--- src/rhgs_pkg.sv ---
// Purpose: constants and carrier types for the root hub global status register
// Assumes: 32-bit register reached by 8-bit command codes on the processor bus
// Notes: two downstream ports, numbered 1 and 2; bit 0 of port vectors unused
`default_nettype none
package rhgs_pkg;
  // command codes; write code is the read code with the top bit set
  localparam logic [7:0] RHGS_CODE_RD = 8'h14;
  localparam logic [7:0] RHGS_CODE_WR = 8'h94;
  // field positions
  localparam int RHGS_BIT_CLR_WAKE = 31;
  localparam int RHGS_BIT_OC_CHANGE = 17;
  localparam int RHGS_BIT_SET_POWER = 16;
  localparam int RHGS_BIT_WAKE_EN = 15;
  localparam int RHGS_BIT_OC_IND = 1;
  localparam int RHGS_BIT_CLR_POWER = 0;
  // port count and reset values
  localparam int RHGS_NPORTS = 2;
  localparam logic RHGS_WAKE_RESET = 1'b0;
  localparam logic RHGS_FLAG_RESET = 1'b0;
  localparam logic [RHGS_NPORTS:0] RHGS_POWER_RESET = 3'h0;
  localparam logic [31:0] RHGS_DATA_RESET = 32'h0000_0000;

  // one command cycle from the processor bus
  typedef struct packed {
    logic valid;
    logic [7:0] code;
    logic [31:0] data;
  } rhgs_cmd_s;

  // read answer
  typedef struct packed {
    logic valid;
    logic [31:0] data;
  } rhgs_rsp_s;
endpackage : rhgs_pkg
`default_nettype wire

--- src/rhgs_root_hub_global_status.sv ---
// Purpose: hub-wide status and command register of the root hub
// Assumes: single clk at 20 MHz, synchronous active-high reset
// Notes: global overcurrent pin is asynchronous and is synchronised here
// Operation
// - write one clears remote wakeup enable
// - overcurrent indicator change sets change flag
// - one write clears change flag, zero ignored
// - local power bits always read zero
// - global mode set power powers all ports
// - per-port mode set power only unmasked ports
// - global mode clear power unpowers all ports
// - per-port mode clear power only unmasked ports
// - wakeup enable lets connect change resume
// - write one sets remote wakeup enable
// - indicator reads one during overcurrent
// - per-port overcurrent reporting forces indicator zero
// - zero writes to command bits change nothing
// - in per-port mode masked ports ignore global power commands
// - separate read and write command codes
`default_nettype none
module rhgs_root_hub_global_status
  import rhgs_pkg::*;
(
  input wire logic clk, // 20 MHz controller clock
  input wire logic reset, // synchronous, active high
  input wire rhgs_cmd_s cmd, // command cycle from processor bus
  output rhgs_rsp_s rsp, // read answer, one cycle after read code
  input wire logic overcurrent_pin, // global overcurrent sense, async
  input wire logic per_port_oc_select, // overcurrent reported per port
  input wire logic per_port_switching_select, // per-port power mode
  input wire logic [RHGS_NPORTS:0] port_power_mask, // bit 0 unused
  input wire logic port_connect_change, // any port connect change, pulse
  input wire logic suspended_state, // controller is suspended
  output logic [RHGS_NPORTS:0] port_power_state, // bit 0 reads zero
  output logic remote_wakeup_enable, // wakeup enable state
  output logic resuming_state, // one-cycle request to leave suspend
  output logic resume_seen_interrupt // one-cycle interrupt event
);
  logic oc_meta_reg, oc_sync_reg;
  logic oc_ind_reg, oc_ind_next;
  logic oc_flag_reg, oc_flag_next;
  logic wake_reg, wake_next;
  logic [RHGS_NPORTS:0] power_reg, power_next;
  logic resume_reg, resume_next;
  rhgs_rsp_s rsp_reg, rsp_next;
  logic wr, rd;

  // pin synchroniser; meta stage feeds only the second stage
  always_ff @(posedge clk) begin
    if (reset) begin
      oc_meta_reg <= 1'b0;
      oc_sync_reg <= 1'b0;
    end else begin
      oc_meta_reg <= overcurrent_pin;
      oc_sync_reg <= oc_meta_reg;
    end
  end

  // code decode
  // any other code falls through, so it neither answers nor writes
  assign wr = cmd.valid && (cmd.code == RHGS_CODE_WR);
  assign rd = cmd.valid && (cmd.code == RHGS_CODE_RD);

  // status flags and wakeup enable
  always_comb begin
    oc_ind_next = oc_sync_reg && !per_port_oc_select;
    oc_flag_next = oc_flag_reg;
    if (wr && cmd.data[RHGS_BIT_OC_CHANGE]) begin
      oc_flag_next = 1'b0;
    end
    // set placed last so it wins over the clear
    if (oc_ind_next != oc_ind_reg) begin
      oc_flag_next = 1'b1;
    end
    wake_next = wake_reg;
    if (wr && cmd.data[RHGS_BIT_WAKE_EN]) begin
      wake_next = 1'b1;
    end
    if (wr && cmd.data[RHGS_BIT_CLR_WAKE]) begin
      wake_next = 1'b0;
    end
    // connect change resumes only when enabled
    // a bare pulse; the suspend logic outside acts on it and holds state
    resume_next = wake_reg && suspended_state && port_connect_change;
  end

  // per-port power switching, one slice per port
  // clear wins over set so a confused write leaves ports unpowered
  assign power_next[0] = 1'b0;
  for (genvar p = 1; p <= RHGS_NPORTS; p++) begin : g_port
    logic follows_global;
    // masked ports ignore global commands in per-port mode
    assign follows_global = !per_port_switching_select || !port_power_mask[p];
    always_comb begin
      power_next[p] = power_reg[p];
      if (wr && follows_global && cmd.data[RHGS_BIT_SET_POWER]) begin
        power_next[p] = 1'b1;
      end
      // clear power, only unmasked in per-port mode; clear wins if both written
      if (wr && follows_global && cmd.data[RHGS_BIT_CLR_POWER]) begin
        power_next[p] = 1'b0;
      end
    end
  end

  // read answer assembly
  // reserved bits read zero because the word starts from all zeros
  always_comb begin
    rsp_next.valid = rd;
    rsp_next.data = RHGS_DATA_RESET;
    if (rd) begin
      // local power bits 0 and 16 stay zero
      rsp_next.data[RHGS_BIT_OC_CHANGE] = oc_flag_reg;
      rsp_next.data[RHGS_BIT_WAKE_EN] = wake_reg;
      rsp_next.data[RHGS_BIT_OC_IND] = oc_ind_reg;
    end
  end

  // state registers, all on clk so updates are synchronous
  // reset branch holds constants only, keeping the reset path free of logic
  always_ff @(posedge clk) begin
    if (reset) begin
      oc_ind_reg <= RHGS_FLAG_RESET;
      oc_flag_reg <= RHGS_FLAG_RESET;
      wake_reg <= RHGS_WAKE_RESET;
      power_reg <= RHGS_POWER_RESET;
      resume_reg <= 1'b0;
      rsp_reg <= '0;
    end else begin
      oc_ind_reg <= oc_ind_next;
      oc_flag_reg <= oc_flag_next;
      wake_reg <= wake_next;
      power_reg <= power_next;
      resume_reg <= resume_next;
      rsp_reg <= rsp_next;
    end
  end

  assign rsp = rsp_reg;
  assign port_power_state = power_reg;
  assign remote_wakeup_enable = wake_reg;
  assign resuming_state = resume_reg;
  assign resume_seen_interrupt = resume_reg;

  // flag, wakeup, power, indicator and read checks
  wake_clear_a: assert property (@(posedge clk) disable iff (reset)
    wr && cmd.data[RHGS_BIT_CLR_WAKE] |=> !wake_reg)
    else $error("wakeup enable not cleared");
  flag_set_a: assert property (@(posedge clk) disable iff (reset)
    $changed(oc_ind_reg) |-> oc_flag_reg)
    else $error("change flag missed indicator change");
  flag_clear_a: assert property (@(posedge clk) disable iff (reset)
    $fell(oc_flag_reg) |-> $past(wr && cmd.data[RHGS_BIT_OC_CHANGE]))
    else $error("change flag dropped without clear");
  local_zero_a: assert property (@(posedge clk) disable iff (reset)
    rsp.valid |-> !rsp.data[RHGS_BIT_SET_POWER] && !rsp.data[RHGS_BIT_CLR_POWER])
    else $error("local power bit read nonzero");
  power_on_a: assert property (@(posedge clk) disable iff (reset)
    wr && !per_port_switching_select && cmd.data[RHGS_BIT_SET_POWER]
    && !cmd.data[RHGS_BIT_CLR_POWER] |=> &port_power_state[RHGS_NPORTS:1])
    else $error("global power on failed");
  mask_hold_a: assert property (@(posedge clk) disable iff (reset)
    per_port_switching_select && port_power_mask[1] |=> $stable(port_power_state[1]))
    else $error("masked port changed by global command");
  power_off_a: assert property (@(posedge clk) disable iff (reset)
    wr && !per_port_switching_select && cmd.data[RHGS_BIT_CLR_POWER]
    |=> port_power_state == RHGS_POWER_RESET)
    else $error("global power off failed");
  resume_gate_a: assert property (@(posedge clk) disable iff (reset)
    resume_seen_interrupt |-> $past(wake_reg) && $past(port_connect_change))
    else $error("resume without wakeup enable");
  wake_set_a: assert property (@(posedge clk) disable iff (reset)
    wr && cmd.data[RHGS_BIT_WAKE_EN] && !cmd.data[RHGS_BIT_CLR_WAKE] |=> wake_reg)
    else $error("wakeup enable not set");
  ind_mask_a: assert property (@(posedge clk) disable iff (reset)
    per_port_oc_select |=> !oc_ind_reg)
    else $error("indicator set in per-port reporting");
  read_ans_a: assert property (@(posedge clk) disable iff (reset)
    rd |=> rsp.valid && rsp.data[RHGS_BIT_WAKE_EN] == $past(wake_reg))
    else $error("read answer wrong");
  zero_write_a: assert property (@(posedge clk) disable iff (reset)
    wr && cmd.data == RHGS_DATA_RESET && !port_connect_change
    |=> $stable(wake_reg) && $stable(port_power_state))
    else $error("zero write changed state");

  // power switching checks for the unmasked port
  power_unmask_on_a: assert property (@(posedge clk) disable iff (reset)
    wr && per_port_switching_select && !port_power_mask[2] && cmd.data[RHGS_BIT_SET_POWER]
    && !cmd.data[RHGS_BIT_CLR_POWER] |=> port_power_state[2])
    else $error("unmasked port not powered");
  power_unmask_off_a: assert property (@(posedge clk) disable iff (reset)
    wr && per_port_switching_select && !port_power_mask[2] && cmd.data[RHGS_BIT_CLR_POWER]
    |=> !port_power_state[2])
    else $error("unmasked port not unpowered");

  // indicator, flag and resume checks
  ind_high_a: assert property (@(posedge clk) disable iff (reset)
    oc_sync_reg && !per_port_oc_select |=> oc_ind_reg)
    else $error("indicator low during overcurrent");
  ind_low_a: assert property (@(posedge clk) disable iff (reset)
    !oc_sync_reg |=> !oc_ind_reg)
    else $error("indicator high without overcurrent");
  set_wins_a: assert property (@(posedge clk) disable iff (reset)
    wr && cmd.data[RHGS_BIT_OC_CHANGE] ##1 $changed(oc_ind_reg) |-> oc_flag_reg)
    else $error("clear beat simultaneous flag set");
  resume_block_a: assert property (@(posedge clk) disable iff (reset)
    !wake_reg || !suspended_state |=> !resume_seen_interrupt)
    else $error("resume while disabled or awake");

  // the answer word is quiet between reads
  read_idle_a: assert property (@(posedge clk) disable iff (reset)
    !rsp.valid |-> rsp.data == RHGS_DATA_RESET)
    else $error("answer data outside a read");
endmodule : rhgs_root_hub_global_status
`default_nettype wire

--- config.mk ---
export PLATFORM = sky130hd
export DESIGN_NAME = rhgs_root_hub_global_status
export DESIGN_NICKNAME = d
export VERILOG_FILES = /design/src/rhgs_pkg.sv /design/src/rhgs_root_hub_global_status.sv
export SDC_FILE = /design/constraint.sdc
export NUM_CORES = 1
export LEC_CHECK = 0
export BUFFER_PORTS_ARGS = -buffer_cell sky130_fd_sc_hd__buf_2
export CAP_MARGIN = 10
export CORE_MARGIN = 1
export CORE_UTILIZATION = 33
export DETAILED_ROUTE_END_ITERATION = 10
export GPL_TIMING_DRIVEN = 0
export PLACE_DENSITY = 0.83
export RECOVER_POWER = 25
export SLEW_MARGIN = 10
export SYNTH_ARGS = -nofsm -noshare
export SYNTH_HDL_FRONTEND = slang
export SYNTH_SLANG_ARGS = --single-unit
export TNS_END_PERCENT = 100
--- constraint.sdc ---
create_clock -name clk -period 1.9 [get_ports clk]
set_clock_uncertainty 0.1 [all_clocks]
set_input_delay 0.38 -clock clk [delete_from_list [all_inputs] [get_ports clk]]
set_output_delay 0.38 -clock clk [all_outputs]
set_load 0.03 [all_outputs]
Word-level counts from Yosys, hierarchy flattened
Cells that the tools add are included.
{"block": "op_classes", "muxes": 2, "n_eq_ne": 3, "reduce_logical": 25, "bitwise_logic": 1}
{"operator": "$logic_and 1x1->1", "count": 14}
{"operator": "$eq 8x5->1 const B", "count": 1}
{"operator": "$eq 8x8->1 const B", "count": 1}
{"operator": "$reduce_or 2->1", "count": 4}
{"operator": "$logic_not 1->1", "count": 4}
{"operator": "$logic_or 1x1->1", "count": 2}
{"operator": "$mux 1", "count": 2}
{"operator": "$reduce_bool 2->1", "count": 1}
{"operator": "$ne 1x1->1", "count": 1}
{"operator": "$not 1->1", "count": 1}
{"block": "totals", "inputBits": 51, "word_cells": 43, "ff_bits": 42, "out_inout_bits": 39}

Depth between registers and ports, before layout
{"block": "depth", "depth_word": 5, "ltp_mapped": 3, "mapped_depth_nobuf": 3}

Worst setup path after synthesis
Ideal clock, no wire load.
{"block": "synth_path", "kind": "input-to-reg", "start": "in cmd[33] in the netlist's numbering", "end": "reg power_reg[1], in the netlist port_power_state[1]", "required_ns": 1.709, "setup_slack_ns": 0.611, "setup_time_ns": 0.091, "arrival_ns": 1.098, "path_stages": 3, "path_cell_list": "nor4b_4 > a41oi_1 > a311oi_1"}
{"block": "synth_between", "elab_chain_cells": 5, "word_cells_on_any_way": 6, "classes_between": "eq/ne: 1; reduce/logical: 5"}
{"element": "from (decl)", "line": "rhgs_root_hub_global_status.sv:26", "source": "input wire rhgs_cmd_s cmd,"}
{"element": "$eq 8x8->1 *", "line": "rhgs_root_hub_global_status.sv:61", "source": "assign wr = cmd.valid && (cmd.code == RHGS_CODE_WR);"}
{"element": "$logic_and 1x1->1 *", "line": "rhgs_root_hub_global_status.sv:61"}
{"element": "$logic_and 1x1->1 *", "line": "rhgs_root_hub_global_status.sv:96, rhgs_root_hub_global_status.sv:100"}
{"element": "$logic_and 1x1->1", "line": "rhgs_root_hub_global_status.sv:100", "source": "if (wr && follows_global && cmd.data[RHGS_BIT_CLR_POWER]) begin"}
{"element": "$reduce_or 2->1 (no line)"}
{"element": "to (signal assigned)", "line": "rhgs_root_hub_global_status.sv:133", "source": "power_reg <= power_next;"}
{"element": "to (decl)", "line": "rhgs_root_hub_global_status.sv:43", "source": "logic [RHGS_NPORTS:0] power_reg, power_next;"}
Every way passes the cells marked *; elsewhere a longest branch is shown, timed or not.
A chain may end at the register's enable or synchronous reset.

Worst setup path after layout
{"block": "layout_path", "start": "reg resume_reg, in the netlist resume_seen_interrupt", "end": "out resuming_state"}
{"element": "from (decl)", "line": "rhgs_root_hub_global_status.sv:44", "source": "logic resume_reg, resume_next;"}
{"element": "from (signal assigned)", "line": "rhgs_root_hub_global_status.sv:134", "source": "resume_reg <= resume_next;"}
{"element": "to (decl)", "line": "rhgs_root_hub_global_status.sv:36", "source": "output logic resuming_state,"}
No word-level cell between the ends.

==> flow_metrics.env <==
export IMPL_grt_max_degree=11
export IMPL_clkPwrFrac_pct=25.8
export IMPL_internal_power_uw=393
export IMPL_htreeDepth=1
export IMPL_drv_slew=0
export IMPL_clkTransAtPathRegs_ps=60
export IMPL_power_switching_uw=180
export IMPL_setup_violations_final=0
export IMPL_p_sw_share_pct=31.4
export IMPL_antenna_cells=0
export IMPL_grt_ovfl_total=0
export IMPL_row_count=16
export IMPL_start_util_pct=35.3
export IMPL_path_cells="buf_4 -> buf_2"
export IMPL_arrival_ps=860
export IMPL_cts_buffer_depth=2
export IMPL_fin_crit_ps=1340
export IMPL_pre_cts_ws_ps=392
export IMPL_highest_layer="met4"
export IMPL_power_leakage_nw=0.581
export IMPL_synth_cell_type_count=21
export IMPL_start_kind="flop"
export IMPL_initialDrtViolationCount=5
export IMPL_first_global_vias=489
export IMPL_whs_ps=217
export IMPL_cts_hold_buf=0
export IMPL_route_detailed_drc=0
export IMPL_num_vias=594
export IMPL_wl_met2_um=619
export IMPL_cpMaxStageDelayCell="dfxtp_1"
export IMPL_gp_congestion=0.777
export IMPL_hold_path_class="in2reg"
export IMPL_fp_dieW_um=47.8
export IMPL_postCtsSetupRepairBufs=0
export IMPL_power_frac_comb_pct=29.6
export IMPL_worstPathMaxFanout=2
export IMPL_core_area_um2=1960
export IMPL_cts_tree="yes"
export IMPL_syn_area_um2=693
export IMPL_die_h_um=47.8
export IMPL_path_depth=2
export IMPL_fp_dieArea_um2=2290
export IMPL_finalCritPeriodShare_pct=70.3
export IMPL_port_buffers=31
export IMPL_tns_ps=0
export IMPL_synthCells=72
export IMPL_rsz0062_at_grt="no"
export IMPL_wl_met3_um=146
export IMPL_ioPinCount=90
export IMPL_drt_wl_total_um=1240
export IMPL_post_drt_wl_per_cell_um=7.68
export IMPL_fmax_ghz=0.748
export IMPL_fin_ws_ps=564
export IMPL_worst_path_buf_inv=2
export IMPL_vdd_drop_max_v=0.000300
export IMPL_first_pass_iters=4
export IMPL_drive_above_1_share_pct=49.6
export IMPL_nets=188
export IMPL_status="completed"
export IMPL_cpLargestDelayFamily="flip-flops"
export IMPL_drv_cap=0
export IMPL_seq_power_share_pct=44.6
export IMPL_ys_ff_latch=12
export IMPL_antenna_found_initial=0
export IMPL_ys_seq_area_share_pct=34.7
export IMPL_route_detailed_vias_per_inst=3.67
export IMPL_clk_latency_ps=260
export IMPL_largest_register_ffs=4
export IMPL_cts_num_sinks=12
export IMPL_reg2reg_depth=3
export IMPL_area_growth_pct=46.0
export IMPL_grt_util_all_layers_pct=12.1
export IMPL_power_density_nw_per_um2=567
export IMPL_hold_viol=0
export IMPL_cts_resized=0
export IMPL_grt_pass1_wl_um=1850
export IMPL_cts_buffers_inserted=3
export IMPL_ant_nets=0
export IMPL_worstSetupEndpointType="output port"
export IMPL_postSynthAreaPerCell_um2=9.63
export IMPL_wirelength_met1_um=465
export IMPL_yosysWarnings=0
export IMPL_critical_path_max_stage_delay_ps=320
export IMPL_cp_data_required_time_ps=1420
export IMPL_critPathKind="reg2out"
export IMPL_hold_path_depth=2
export IMPL_clockRootBuffer="clkbuf_4"
==> stage by stage <==
stage                     util (%)  instance area, um^2  std cells  power, mW
after floorplan                  -                  802        101      0.401
after global placement        50.5                  991        159      0.428
after detailed placement      50.5                  991        159      0.429
after CTS                     51.7                 1010        162      0.575
after global routing          51.6                 1010        162      0.602
final                         51.6                 1010        162      0.574
==> Yosys cell counts <==
library cell	count	area [um^2]
a311oi_1	2	17.5
buf_4	31	233
dfxtp_1	12	240
and3_1	1	6.26
and4b_1	1	10.0
nand2_1	3	11.3
a221oi_1	1	8.76
and4bb_2	1	12.5
nor4_1	2	12.5
a41oi_1	3	26.3
nand4_1	1	6.26
nor4b_4	1	23.8
and2_1	1	6.26
nor2b_1	4	25.0
xor2_1	1	8.76
clkbuf_1	1	3.75
nor4b_2	1	15.0
inv_1	2	7.51
o21ba_1	1	10.0
conb_1	1	3.75
nor3_1	1	5.00
==> cell usage in the layout, fill, tap and decap left out, types with 3 or more instances in the layout <==
master	Yosys	final
dfxtp_1	12	12
conb_1	1	30
clkbuf_4	0	3
nand2_1	3	3
buf_4	31	31
buf_2	0	30
a41oi_1	3	3
nor2b_1	4	4
==> cells by family after synthesis <==
kind of cell / count (synthesis) / share of synthesized area (%)
AO/OA/AOI/OAI: 7 / 9.03
XOR/XNOR: 1 / 1.26
buffers and inverters: 34 / 35.2
flip-flops: 12 / 34.7
other: 1 / 0.541
AND/OR/NAND/NOR: 17 / 19.3
==> final timing paths <==
check | start | to | slack (ps)
worst max register to register | oc_sync_reg | oc_flag_reg | 950
worst min register to register | oc_meta_reg | oc_sync_reg | 340
worst min-delay path | reset | oc_ind_reg | 220
worst max-delay path | resume_seen_interrupt | resuming_state | 560
==> worst register-to-register path, cell delays in order, from the launching register on <==
cell and delay, ps:
dfxtp_1 300, nor2b_1 180, xor2_1 90, o21ba_1 180
==> power by group through the flow <==
stage / sequential [mW] / clock (mW) / combinational (mW)
2_1_floorplan: 0.262 / 0 / 0.140
3_3_place_gp: 0.261 / 0 / 0.167
5_1_grt: 0.256 / 0.163 / 0.183
3_5_place_dp: 0.262 / 0 / 0.168
4_1_cts: 0.256 / 0.152 / 0.168
6_report: 0.256 / 0.148 / 0.170
==> per-layer routing <==
layer  track usage [%]  vias to the layer above
li1                  -                      314
met5                 0                        -
met1              11.8                      242
met4              6.67                        0
met2              21.6                       36
met3              4.53                        2
==> cell type report <==
type	count	area [um^2]
inverter	2	7.51
clock buffer	3	22.5
sequential	12	240
timing repair buffer	31	154
tap	27	33.8
buffer	32	236
fill	200	950
multi-input combinational	55	318
(Power assumes the default switching activity.)
